$ cat config.mk
export PLATFORM = sky130hd
export DESIGN_NAME = dofm_mapper
export DESIGN_NICKNAME = d
export VERILOG_FILES = /design/src/verilog/dofm_pkg.sv /design/src/verilog/dofm_mapper.sv
export SDC_FILE = /design/constraint.sdc
export NUM_CORES = 1
export LEC_CHECK = 0
export BUFFER_PORTS_ARGS = -buffer_cell sky130_fd_sc_hd__buf_2
export CORE_MARGIN = 4
export CORE_UTILIZATION = 45
export CTS_CLUSTER_DIAMETER = 80
export CTS_CLUSTER_SIZE = 12
export DETAILED_ROUTE_END_ITERATION = 16
export PLACE_DENSITY = 0.69
export SETUP_SLACK_MARGIN = 0.5
export SYNTH_ARGS = -nofsm -noshare
export SYNTH_HDL_FRONTEND = slang
export SYNTH_SLANG_ARGS = --single-unit
export TNS_END_PERCENT = 20
$ cat constraint.sdc
create_clock -name sys_clk -period 24.9 [get_ports sys_clk]
set_input_delay 1.245 -clock sys_clk [delete_from_list [all_inputs] [get_ports sys_clk]]
set_output_delay 1.245 -clock sys_clk [all_outputs]
set_load 0.01 [all_outputs]
$ cat src/verilog/dofm_pkg.sv
package dofm_pkg;
    localparam int NUM_PORTS = 6;
    localparam int NUM_RELAY = 2;
    localparam logic [7:0] CODE_INV_BASE = 8'h64;
    localparam logic [7:0] CODE_MAX = 8'h0F;
    localparam logic [7:0] CODE_INV_MAX = 8'h73;
    localparam logic [7:0] CODE_NONE = 8'h00;
    localparam logic [7:0] CODE_READY = 8'h01;
    localparam logic [7:0] CODE_FAULT = 8'h02;
    localparam logic [7:0] CODE_RUN = 8'h03;
    localparam logic [7:0] CODE_ZSPEED = 8'h06;
    localparam logic [7:0] CODE_BUS = 8'h07;
    localparam logic [7:0] CODE_CURLVL = 8'h08;
    localparam logic [7:0] CODE_LEARN = 8'h09;
    localparam logic [7:0] CODE_FDET1 = 8'h0A;
    localparam logic [7:0] CODE_FDET2 = 8'h0B;
    localparam logic [7:0] CODE_PREDICT = 8'h0C;
    localparam logic [7:0] CODE_ALARM = 8'h0D;
    localparam logic [7:0] CODE_SERVO = 8'h0E;
    localparam logic [7:0] CODE_NZCUR = 8'h0F;
    // reset codes: relay0, relay1, coll0..coll3
    localparam logic [7:0] RST_CODE_RELAY = 8'h00;
    localparam logic [7:0] RST_CODE_COLL0 = 8'h03;
    localparam logic [7:0] RST_CODE_COLL1 = 8'h02;
    localparam logic [7:0] RST_CODE_COLLX = 8'h00;
    // threshold in 0.1 percent, frequencies in 0.01 Hz
    localparam logic [15:0] RST_NZ_THRESH = 16'h0014;
    localparam logic [15:0] MAX_NZ_THRESH = 16'h03E8;
    localparam logic [15:0] RST_FD_SPEED = 16'h0064;
    localparam logic [15:0] MAX_FD_SPEED = 16'h1770;
    localparam logic [15:0] RST_FD_WIDTH = 16'h0014;
    localparam logic [15:0] MAX_FD_WIDTH = 16'h07D0;
    localparam logic [15:0] PCT_DIV = 16'h03E8;
    localparam logic [15:0] PCT_RUN = 16'h0005;
    localparam logic [15:0] PCT_STOP = 16'h000A;
    localparam logic [15:0] PCT_UNIT = 16'h0064;
    // register map, byte addresses
    localparam logic [7:0] ADDR_CODE0 = 8'h00;
    localparam logic [7:0] ADDR_NZ = 8'h18;
    localparam logic [7:0] ADDR_FDS = 8'h1C;
    localparam logic [7:0] ADDR_FDW = 8'h20;
    localparam logic [7:0] ADDR_STAT = 8'h24;
endpackage

$ cat src/verilog/dofm_mapper.sv
`timescale 1ns/1ps
module dofm_mapper #(
    parameter int CW = 16
) (
    // clock, reset, enable
    input wire logic sys_clk,
    input wire logic nrst,
    input wire logic clkEn,
    // axi4-lite slave
    input wire logic [7:0] s_axi_awaddr,
    input wire logic s_axi_awvalid,
    output logic s_axi_awready,
    input wire logic [31:0] s_axi_wdata,
    input wire logic [3:0] s_axi_wstrb,
    input wire logic s_axi_wvalid,
    output logic s_axi_wready,
    output logic [1:0] s_axi_bresp,
    output logic s_axi_bvalid,
    input wire logic s_axi_bready,
    input wire logic [7:0] s_axi_araddr,
    input wire logic s_axi_arvalid,
    output logic s_axi_arready,
    output logic [31:0] s_axi_rdata,
    output logic [1:0] s_axi_rresp,
    output logic s_axi_rvalid,
    input wire logic s_axi_rready,
    // drive status
    input wire logic selfCheckOk,
    input wire logic faultEvent,
    input wire logic faultReset,
    input wire logic upCmd,
    input wire logic downCmd,
    input wire logic baseBlock,
    input wire logic busVoltOk,
    input wire logic selfLearn,
    input wire logic faultPredict,
    input wire logic alarmActive,
    input wire logic servoHeavy,
    input wire logic [15:0] outFreq,
    input wire logic [CW-1:0] outCurrent,
    input wire logic [CW-1:0] ratedCurrent,
    // output terminals
    output logic [1:0] relayEnergize,
    output logic [3:0] collectorOut,
    output logic [3:0] collectorOe,
    output logic runStatus,
    output logic faultStatus
);
    typedef enum logic [1:0] {WR_IDLE, WR_RESP} dofm_wr_t;

    logic [7:0] code_reg [6];
    logic [15:0] nzThresh_reg, fdSpeed_reg, fdWidth_reg;
    logic fdet1_reg, fdet2_reg;
    logic [5:0] port_reg, portNext;
    logic awHeld_reg, wHeld_reg;
    logic [7:0] awAddr_reg;
    logic [31:0] wData_reg;
    dofm_wr_t wrState_reg;
    logic running;
    logic zeroSpeed;

    // scaled current compare: cur*PCT_UNIT > rated*pct
    function automatic logic curAbove(input logic [CW-1:0] cur,
        input logic [CW-1:0] rat, input logic [15:0] pct);
        logic [CW+15:0] lhs;
        logic [CW+15:0] rhs;
        lhs = (CW+16)'(cur) * (CW+16)'(dofm_pkg::PCT_UNIT);
        rhs = (CW+16)'(rat) * (CW+16)'(pct);
        return lhs > rhs;
    endfunction

    function automatic logic [15:0] clampVal(input logic [31:0] v,
        input logic [15:0] mx);
        return (v > 32'(mx)) ? mx : v[15:0];
    endfunction

    assign running = runStatus;
    assign zeroSpeed = outFreq == 16'h0000;

    // run and fault status
    always_ff @(posedge sys_clk) begin
        if (!nrst) begin
            runStatus <= 1'b0;
            faultStatus <= 1'b0;
        end else if (clkEn) begin
            if (faultEvent) begin
                faultStatus <= 1'b1;
            end else if (faultReset) begin
                faultStatus <= 1'b0;
            end
            runStatus <= (upCmd | downCmd) & ~baseBlock & ~faultEvent
                & ~faultStatus;
        end
    end

    // frequency detectors with hysteresis
    always_ff @(posedge sys_clk) begin
        if (!nrst) begin
            fdet1_reg <= 1'b0;
            fdet2_reg <= 1'b0;
        end else if (clkEn) begin
            if (17'(outFreq) >= 17'(fdSpeed_reg) + 17'(fdWidth_reg)) begin
                fdet1_reg <= 1'b1;
            end else if (outFreq <= fdSpeed_reg) begin
                fdet1_reg <= 1'b0;
            end
            if (outFreq >= fdSpeed_reg) begin
                fdet2_reg <= 1'b1;
            end else if (17'(outFreq) + 17'(fdWidth_reg)
                    <= 17'(fdSpeed_reg)) begin
                fdet2_reg <= 1'b0;
            end
        end
    end

    // per-port function select
    always_comb begin
        logic [7:0] c;
        logic inv;
        logic cond;
        c = 8'h00;
        inv = 1'b0;
        cond = 1'b0;
        portNext = 6'b00_0000;
        for (int i = 0; i < dofm_pkg::NUM_PORTS; i++) begin
            c = code_reg[i];
            inv = 1'b0;
            if (c > dofm_pkg::CODE_INV_BASE) begin
                c = c - dofm_pkg::CODE_INV_BASE;
                inv = 1'b1;
            end
            case (c)
                dofm_pkg::CODE_READY: cond = selfCheckOk & ~faultStatus;
                dofm_pkg::CODE_FAULT: cond = faultStatus & ~running;
                dofm_pkg::CODE_RUN: cond = running;
                dofm_pkg::CODE_ZSPEED: cond = running & zeroSpeed;
                dofm_pkg::CODE_BUS: cond = busVoltOk;
                dofm_pkg::CODE_CURLVL: cond = running
                    ? curAbove(outCurrent, ratedCurrent, dofm_pkg::PCT_RUN)
                    : curAbove(outCurrent, ratedCurrent, dofm_pkg::PCT_STOP);
                dofm_pkg::CODE_LEARN: cond = selfLearn;
                dofm_pkg::CODE_FDET1: cond = ~fdet1_reg;
                dofm_pkg::CODE_FDET2: cond = fdet2_reg;
                dofm_pkg::CODE_PREDICT: cond = faultPredict;
                dofm_pkg::CODE_ALARM: cond = alarmActive & ~faultStatus;
                dofm_pkg::CODE_SERVO: cond = servoHeavy;
                dofm_pkg::CODE_NZCUR: cond = ~running
                    & curAbove(outCurrent, ratedCurrent,
                    nzThresh_reg / 16'h000A);
                default: begin
                    cond = 1'b0;
                    inv = 1'b0;
                end
            endcase
            portNext[i] = cond ^ inv;
        end
    end

    // registered terminals
    always_ff @(posedge sys_clk) begin
        if (!nrst) begin
            port_reg <= 6'b00_0000;
            relayEnergize <= 2'b00;
            collectorOut <= 4'h0;
            collectorOe <= 4'h0;
        end else if (clkEn) begin
            port_reg <= portNext;
            relayEnergize <= portNext[1:0];
            collectorOut <= 4'h0;
            collectorOe <= portNext[5:2];
        end
    end

    // axi write channel
    always_ff @(posedge sys_clk) begin
        if (!nrst) begin
            awHeld_reg <= 1'b0;
            wHeld_reg <= 1'b0;
            awAddr_reg <= 8'h00;
            wData_reg <= 32'h0000_0000;
            wrState_reg <= WR_IDLE;
            s_axi_bvalid <= 1'b0;
            s_axi_bresp <= 2'b00;
            s_axi_awready <= 1'b0;
            s_axi_wready <= 1'b0;
        end else if (clkEn) begin
            s_axi_awready <= 1'b0;
            s_axi_wready <= 1'b0;
            case (wrState_reg)
                WR_IDLE: begin
                    if (s_axi_awvalid && !awHeld_reg && !s_axi_awready) begin
                        awHeld_reg <= 1'b1;
                        awAddr_reg <= s_axi_awaddr;
                        s_axi_awready <= 1'b1;
                    end
                    if (s_axi_wvalid && !wHeld_reg && !s_axi_wready) begin
                        wHeld_reg <= 1'b1;
                        wData_reg <= s_axi_wdata;
                        s_axi_wready <= 1'b1;
                    end
                    if (awHeld_reg && wHeld_reg) begin
                        s_axi_bvalid <= 1'b1;
                        s_axi_bresp <= (awAddr_reg > dofm_pkg::ADDR_STAT)
                            ? 2'b10 : 2'b00;
                        wrState_reg <= WR_RESP;
                    end
                end
                WR_RESP: begin
                    if (s_axi_bready) begin
                        s_axi_bvalid <= 1'b0;
                        awHeld_reg <= 1'b0;
                        wHeld_reg <= 1'b0;
                        wrState_reg <= WR_IDLE;
                    end
                end
                default: wrState_reg <= WR_IDLE;
            endcase
        end
    end

    // configuration registers
    always_ff @(posedge sys_clk) begin
        if (!nrst) begin
            code_reg[0] <= dofm_pkg::RST_CODE_RELAY;
            code_reg[1] <= dofm_pkg::RST_CODE_RELAY;
            code_reg[2] <= dofm_pkg::RST_CODE_COLL0;
            code_reg[3] <= dofm_pkg::RST_CODE_COLL1;
            code_reg[4] <= dofm_pkg::RST_CODE_COLLX;
            code_reg[5] <= dofm_pkg::RST_CODE_COLLX;
            nzThresh_reg <= dofm_pkg::RST_NZ_THRESH;
            fdSpeed_reg <= dofm_pkg::RST_FD_SPEED;
            fdWidth_reg <= dofm_pkg::RST_FD_WIDTH;
        end else if (clkEn && wrState_reg == WR_IDLE && awHeld_reg
                && wHeld_reg && s_axi_wstrb[0]) begin
            for (int i = 0; i < dofm_pkg::NUM_PORTS; i++) begin
                if (awAddr_reg == 8'(i * 4)) begin
                    code_reg[i] <= wData_reg[7:0];
                end
            end
            case (awAddr_reg)
                dofm_pkg::ADDR_NZ: nzThresh_reg <= clampVal(wData_reg,
                    dofm_pkg::MAX_NZ_THRESH);
                dofm_pkg::ADDR_FDS: fdSpeed_reg <= clampVal(wData_reg,
                    dofm_pkg::MAX_FD_SPEED);
                dofm_pkg::ADDR_FDW: fdWidth_reg <= clampVal(wData_reg,
                    dofm_pkg::MAX_FD_WIDTH);
                default: begin
                end
            endcase
        end
    end

    // axi read channel
    always_ff @(posedge sys_clk) begin
        if (!nrst) begin
            s_axi_arready <= 1'b0;
            s_axi_rvalid <= 1'b0;
            s_axi_rdata <= 32'h0000_0000;
            s_axi_rresp <= 2'b00;
        end else if (clkEn) begin
            s_axi_arready <= 1'b0;
            if (s_axi_rvalid) begin
                if (s_axi_rready) begin
                    s_axi_rvalid <= 1'b0;
                end
            end else if (s_axi_arvalid && !s_axi_arready) begin
                s_axi_arready <= 1'b1;
                s_axi_rvalid <= 1'b1;
                s_axi_rresp <= 2'b00;
                s_axi_rdata <= 32'h0000_0000;
                case (s_axi_araddr)
                    dofm_pkg::ADDR_NZ: s_axi_rdata <= {16'h0000, nzThresh_reg};
                    dofm_pkg::ADDR_FDS: s_axi_rdata <= {16'h0000, fdSpeed_reg};
                    dofm_pkg::ADDR_FDW: s_axi_rdata <= {16'h0000, fdWidth_reg};
                    dofm_pkg::ADDR_STAT: s_axi_rdata <= {22'h00_0000,
                        fdet2_reg, fdet1_reg, port_reg, faultStatus, runStatus};
                    default: begin
                        if (s_axi_araddr < dofm_pkg::ADDR_NZ
                                && s_axi_araddr[1:0] == 2'b00) begin
                            s_axi_rdata <= {24'h00_0000,
                                code_reg[s_axi_araddr[4:2]]};
                        end else begin
                            s_axi_rresp <= 2'b10;
                        end
                    end
                endcase
            end
        end
    end
endmodule // dofm_mapper

==> impl_metrics.csv, run 1 <==
group,metric,value,unit
status,status,"finished clean",
finish,final_common_cell,"inv_1",
sta,hold_viol_final,0,
finish,drive_above_1_share,0.0876,
sta,drv_slew,0,
synthesis,yosysWarnings,0,
worst_setup_path,crit_path_max_fanout,23,
worst_setup_path,crit_path_start_kind,"flop",
route,drc,0,
route,ant_nets,0,
clock_network,cts_resized,0,
power_and_ir_drop,powerDensity,35.1,nW/um2
worst_setup_path,max_stage_delay,0.73,ns
clock_network,cts.clk_slew.worst_paths,0.07,ns
placed_design,dp_cells,3589,
worst_setup_path,crit_arrival,15.04,ns
die,dieArea,56800,um2
sta,fmax,68.0,MHz
sta,layout_setup_ws,10.20,ns
grt,grt.total_usage,0.226,
worst_setup_path,end_kind,"flop",
power_and_ir_drop,p_leak,0.0121,uW
hold_path,hold_path_class,"reg -> reg",
die,die_h,238,um
clock_network,cts_root_buf,"clkbuf_16",
worst_setup_path,cp_data_required_time,25.24,ns
worst_setup_path,crit_family,"compound AO/OA/AOI/OAI gates",
clock_network,numCtsBuffers,17,
synthesis,netlist_instances,2870,
route,wl_per_cell,18.0,um
worst_setup_path,worst_path_max_delay_cell,"o32ai_1",
clock_network,cts_hold_buffers,0,
placed_design,hpwl,52.0,mm
synthesis,synth_cell_type_count,111,
route,vias_per_cell,5.73,
die,start_util,0.454,
finish,fin_cells,3622,
power_and_ir_drop,ir_drop,0.0000463,V
die,row_count,84,
worst_setup_path,worstSetupPathType,"reg -> reg",
finish,final_cell_mix,"inv_1 (370), ha_1 (330), nand2_1 (303), fa_1 (168), a21oi_1 (154)",
finish,largest_reg_flops,48,
worst_setup_path,rr_worst_depth,50,
sta,period_needed,14.70,ns
job,max_cap_violations,0,
sta,tightestPinTransition,1.20,ns
synthesis,async_reset_ff_frac,0,
clock_network,cts_buffer_depth,2,
grt,grt_first_pass_wirelength,106,mm
placed_design,globalplace.congestion,0.951,
finish,fin_nets,3537,
synthesis,netlist_area,23900,um2
die,dieWidth,238,um
sta,grt_setup_unrepaired,"false",
die,coreArea,52600,um2
clock_network,clk_latency,0.44,ns
route,drtIter0Drc,1410,
route,wl,65.1,mm
die,boundaryPins,172,
clock_network,cts_setup_buffers,0,
synthesis,syn_area_per_cell,8.32,um2
grt,grt_remaining_overflow,0,
sta,fin_tns_setup,0,ns
clock_network,h-tree-depth,4,
placed_design,numPortBuffers,146,
clock_network,clkSinkCount,171,
grt,antenna_found_initial,2,
hold_path,hold_depth,2,
sta,finalSetupViolCount,0,
finish,area_growth,7.05,%
power_and_ir_drop,power,898,uW
route,drtPass1Iterations,8,
clock_network,cts_tree,"done",
synthesis,synthFlopType,"dfxtp_1",
synthesis,synth-seq-cells,171,
synthesis,synth_edf_count,48,
grt,grt_max_degree,128,
placed_design,place_ws,10.35,ns
sta,hold-worst-slack,0.472,ns
sta,relSlewSlack,0.193,
grt,grt_pass1_vias,21000,
route,dr_total_vias,20800,
sta,skew,0.0117,ns
worst_setup_path,path_depth,50,
worst_setup_path,crit_buf_inv,4,
synthesis,yosysSeqAreaShare,0.164,
sta,period_share,0.590,
## power by group
group          switching (uW)  total [uW]  internal, uW
Combinational             190         330           140
Clock                     117         260           143
Sequential               13.9         309           295
## worst min-delay path: stages (launching register included)
cell and delay [ns]:
dfxtp_1 0.31, nand2_1 0.05, a21boi_0 0.06
## final cells by class
class                      instances  area (um2)
inverter                         371        1390
multi-input combinational       2203       18000
sequential                       171        3900
fill                            5017       27000
clock inverter                     9        73.8
timing repair buffer             156         808
clock buffer                      23         495
antenna                            1        2.50
tap                              688         861
## metrics by stage
| step | cell area, um2 | utilization |
|---|---|---|
| 6_report | 25600 | 0.486 |
| 5_1_grt | 25500 | 0.486 |
| 3_3_place_gp | 25000 | 0.475 |
| 2_1_floorplan | 23900 | - |
| 4_1_cts | 25500 | 0.486 |
| 3_5_place_dp | 25000 | 0.475 |
## routing by layer
| layer | vias to the layer above | wire (um) | part of all wire | global-route usage |
|---|---|---|---|---|
| met5 | - | 13 | 0.00020 | 0 |
| met4 | 2 | 1530 | 0.024 | 0.0621 |
| met3 | 104 | 2970 | 0.046 | 0.0205 |
| met2 | 579 | 32400 | 0.50 | 0.403 |
| met1 | 10100 | 28200 | 0.43 | 0.293 |
| li1 | 9995 | - | - | - |
## path summary, 6_finish.rpt
| path | start | to | slack [ns] |
|---|---|---|---|
| worst max-delay path | nzThresh_reg[14] | collectorOe[3] | 10.20 |
| worst min-delay path | wData_reg[17] | wData_reg[17] | 0.47 |
| worst max register to register | nzThresh_reg[14] | collectorOe[3] | 10.20 |
| worst min register to register | wData_reg[17] | wData_reg[17] | 0.47 |
## cell usage after synthesis, types with 8 or more instances
| cell | n | area (um2) |
|---|---|---|
| o311ai_0 | 10 | 87.6 |
| mux4_2 | 11 | 248 |
| mux2i_1 | 33 | 330 |
| a221oi_1 | 16 | 140 |
| a21o_1 | 39 | 293 |
| or3_1 | 17 | 106 |
| or2_2 | 9 | 56.3 |
| o21ai_0 | 113 | 566 |
| nor3_1 | 30 | 150 |
| a21boi_0 | 44 | 330 |
| a21oi_1 | 154 | 771 |
| fa_1 | 168 | 3360 |
| buf_4 | 25 | 188 |
| o221a_2 | 10 | 113 |
| clkbuf_1 | 108 | 405 |
| nor2_1 | 149 | 559 |
| o22ai_1 | 11 | 68.8 |
| nor4_1 | 26 | 163 |
| nand2b_1 | 37 | 231 |
| o21bai_1 | 19 | 143 |
| and3_1 | 29 | 181 |
| nor4b_1 | 8 | 70.1 |
| nor2b_1 | 82 | 513 |
| a211oi_1 | 21 | 158 |
| inv_1 | 370 | 1390 |
| xnor2_1 | 49 | 429 |
| a22oi_1 | 30 | 225 |
| dfxtp_1 | 123 | 2460 |
| o211ai_1 | 22 | 165 |
| nand3_1 | 54 | 270 |
| o21a_1 | 25 | 188 |
| nand2_1 | 303 | 1140 |
| o31ai_1 | 9 | 67.6 |
| o211a_1 | 20 | 200 |
| edfxtp_1 | 48 | 1440 |
| xor2_1 | 20 | 175 |
| nand4_1 | 31 | 194 |
| and2_1 | 109 | 682 |
| ha_1 | 330 | 4130 |
| a31oi_1 | 16 | 100 |
## cells by family (layout without fill, tap and decap cells)
family / count (synthesis) / after routing / share of synthesized area
buffers and inverters: 517 / 559 / 0.0864
other: 1 / 23 / 0.000157
DFF: 171 / 171 / 0.164
and+or+nand+nor: 918 / 918 / 0.194
adders and majority gates: 500 / 500 / 0.315
muxes: 52 / 52 / 0.0282
AOI/OAI and AO/OA: 642 / 642 / 0.188
xor gates and xnor gates: 69 / 69 / 0.0253
No activity file was read; power rests on OpenSTA's default activity.
==> inputs of run 2 (changes only) <==
clock period = 14.8 ns   (was 24.9 ns; I/O delays follow)
==> run 2 against run 1 <==
Clock power increased by 64%. Non-clock buffer count up 2. Sequential power up 68%. Wire length about the same. Critical path type unchanged. Highest routed layer is now met4.
==> impl_metrics.csv, run 2 (synthesis results as in run 1) <==
group,metric,value,unit
placed_design,numPortBuffers,146,
grt,grt_first_pass_wirelength,106,mm
finish,final_common_cell,"inv_1",
route,wl_per_cell,18.0,um
route,wl_met2,32.1,mm
placed_design,globalplace.congestion,0.933,
sta,tightestPinTransition,1.20,ns
clock_network,cts_buffer_depth,2,
finish,diodes,0,
route,wl,65.1,mm
clock_network,cts.clk_slew.worst_paths,0.07,ns
sta,hold-worst-slack,0.470,ns
worst_setup_path,crit_arrival,13.58,ns
status,status,"finished clean",
finish,fin_nets,3539,
placed_design,hpwl,52.1,mm
finish,drive_above_1_share,0.0896,
clock_network,clk_latency,0.44,ns
grt,grt.total_usage,0.225,
die,row_count,84,
clock_network,clkSinkCount,171,
worst_setup_path,worstSetupPathType,"reg -> reg",
power_and_ir_drop,p_leak,0.0121,uW
route,ant_nets,0,
grt,grt_max_degree,128,
die,boundaryPins,172,
route,vias_per_cell,5.75,
worst_setup_path,worst_path_max_delay_cell,"dfxtp_1",
worst_setup_path,crit_path_max_fanout,20,
route,drtIter0Drc,1623,
finish,largest_reg_flops,48,
grt,antenna_found_initial,2,
sta,period_needed,13.25,ns
route,wl_met3,3.30,mm
clock_network,h-tree-depth,4,
finish,fin_cells,3623,
power_and_ir_drop,power,1500,uW
die,die_h,238,um
sta,skew,0.0120,ns
placed_design,dp_cells,3591,
grt,grt_remaining_overflow,0,
worst_setup_path,end_kind,"flop",
clock_network,cts_root_buf,"clkbuf_16",
sta,finalSetupViolCount,0,
finish,fillers,5058,
clock_network,numCtsBuffers,17,
worst_setup_path,cp_data_required_time,15.13,ns
die,coreArea,52600,um2
route,top_layer,"met4",
sta,fin_tns_setup,0,ns
grt,grt_pass1_vias,20900,
sta,grt_setup_unrepaired,"false",
sta,fmax,75.5,MHz
worst_setup_path,crit_path_start_kind,"flop",
die,dieArea,56800,um2
route,dr_total_vias,20800,
die,start_util,0.454,
job,max_cap_violations,0,
route,drc,0,
route,drtPass1Iterations,8,
sta,period_share,0.895,
power_and_ir_drop,powerDensity,58.8,nW/um2
sta,hold_viol_final,0,
route,m1WireLength,28.0,mm
clock_network,cts_hold_buffers,0,
finish,final_cell_mix,"inv_1 (370), ha_1 (330), nand2_1 (301), fa_1 (168), a21oi_1 (154)",
power_and_ir_drop,ir_drop,0.000124,V
sta,drv_slew,0,
worst_setup_path,max_stage_delay,0.75,ns
finish,area_growth,7.08,%
hold_path,hold_path_class,"reg -> reg",
clock_network,cts_tree,"done",
die,dieWidth,238,um
sta,relSlewSlack,0.201,
## run 2: cell types whose count changed in the layout (fill, tap and decap cells not counted), sizes merged
cell	delta
clkbuf	-5
clkinvlp	+3
buf	+2
bufinv	+1
clkinv	+1
diode	-1
## run 2: worst paths after layout
path                    startpoint        endpoint  slack, ns  depth (start not counted)
hold / removal       wData_reg[17]   wData_reg[17]       0.47                          2
hold reg to reg      wData_reg[17]   wData_reg[17]       0.47                          2
setup reg to reg  nzThresh_reg[12]  collectorOe[3]       1.55                         50
setup / recovery  nzThresh_reg[12]  collectorOe[3]       1.55                         50
## run 2: what timing repair did
action | 4_1_cts | 5_1_grt
setup buffers | 0 | 0
gates resized for setup | 0 | 6
endpoints found under the setup margin | 0 | 6
## run 2: metal layers
layer,vias up,GRT usage
li1,9982,-
met1,10100,0.289
met4,0,0.0602
met2,632,0.402
met5,-,0
met3,120,0.0251
## run 2: where the power goes
part | leakage [uW] | switching (uW) | internal (uW)
Sequential | 0.00148 | 23.8 | 496
Clock | 0.000266 | 194 | 232
Combinational | 0.0104 | 322 | 235
## run 2: stage by stage
stage,cell area [um2],setup slack [ns],utilization
detailed placement,25000,1.19,0.476
global route,25600,0.501,0.486
finish,25600,1.55,0.486
CTS,25500,1.13,0.486
global placement,25000,1.49,0.476
floorplan,23900,3.63,-
## run 2: final cells by class
type,instances,area [um2],share of cell area
Tap cell,688,861,0.0337
Multi-Input combinational cell,2203,18000,0.705
Inverter,371,1390,0.0545
Clock inverter,14,119,0.00465
Sequential cell,171,3910,0.153
Timing Repair Buffer,158,823,0.0322
Clock buffer,18,429,0.0168
## run 2: critical path, delay by kind of cell, from the launching register on
kind	cells	cell delay, ns
AOI/OAI and AO/OA	21	5.33
and+or+nand+nor	13	3.16
adders and majority gates	8	3.03
DFF	1	0.75
buffers and inverters	7	0.68
xor gates and xnor gates	1	0.17
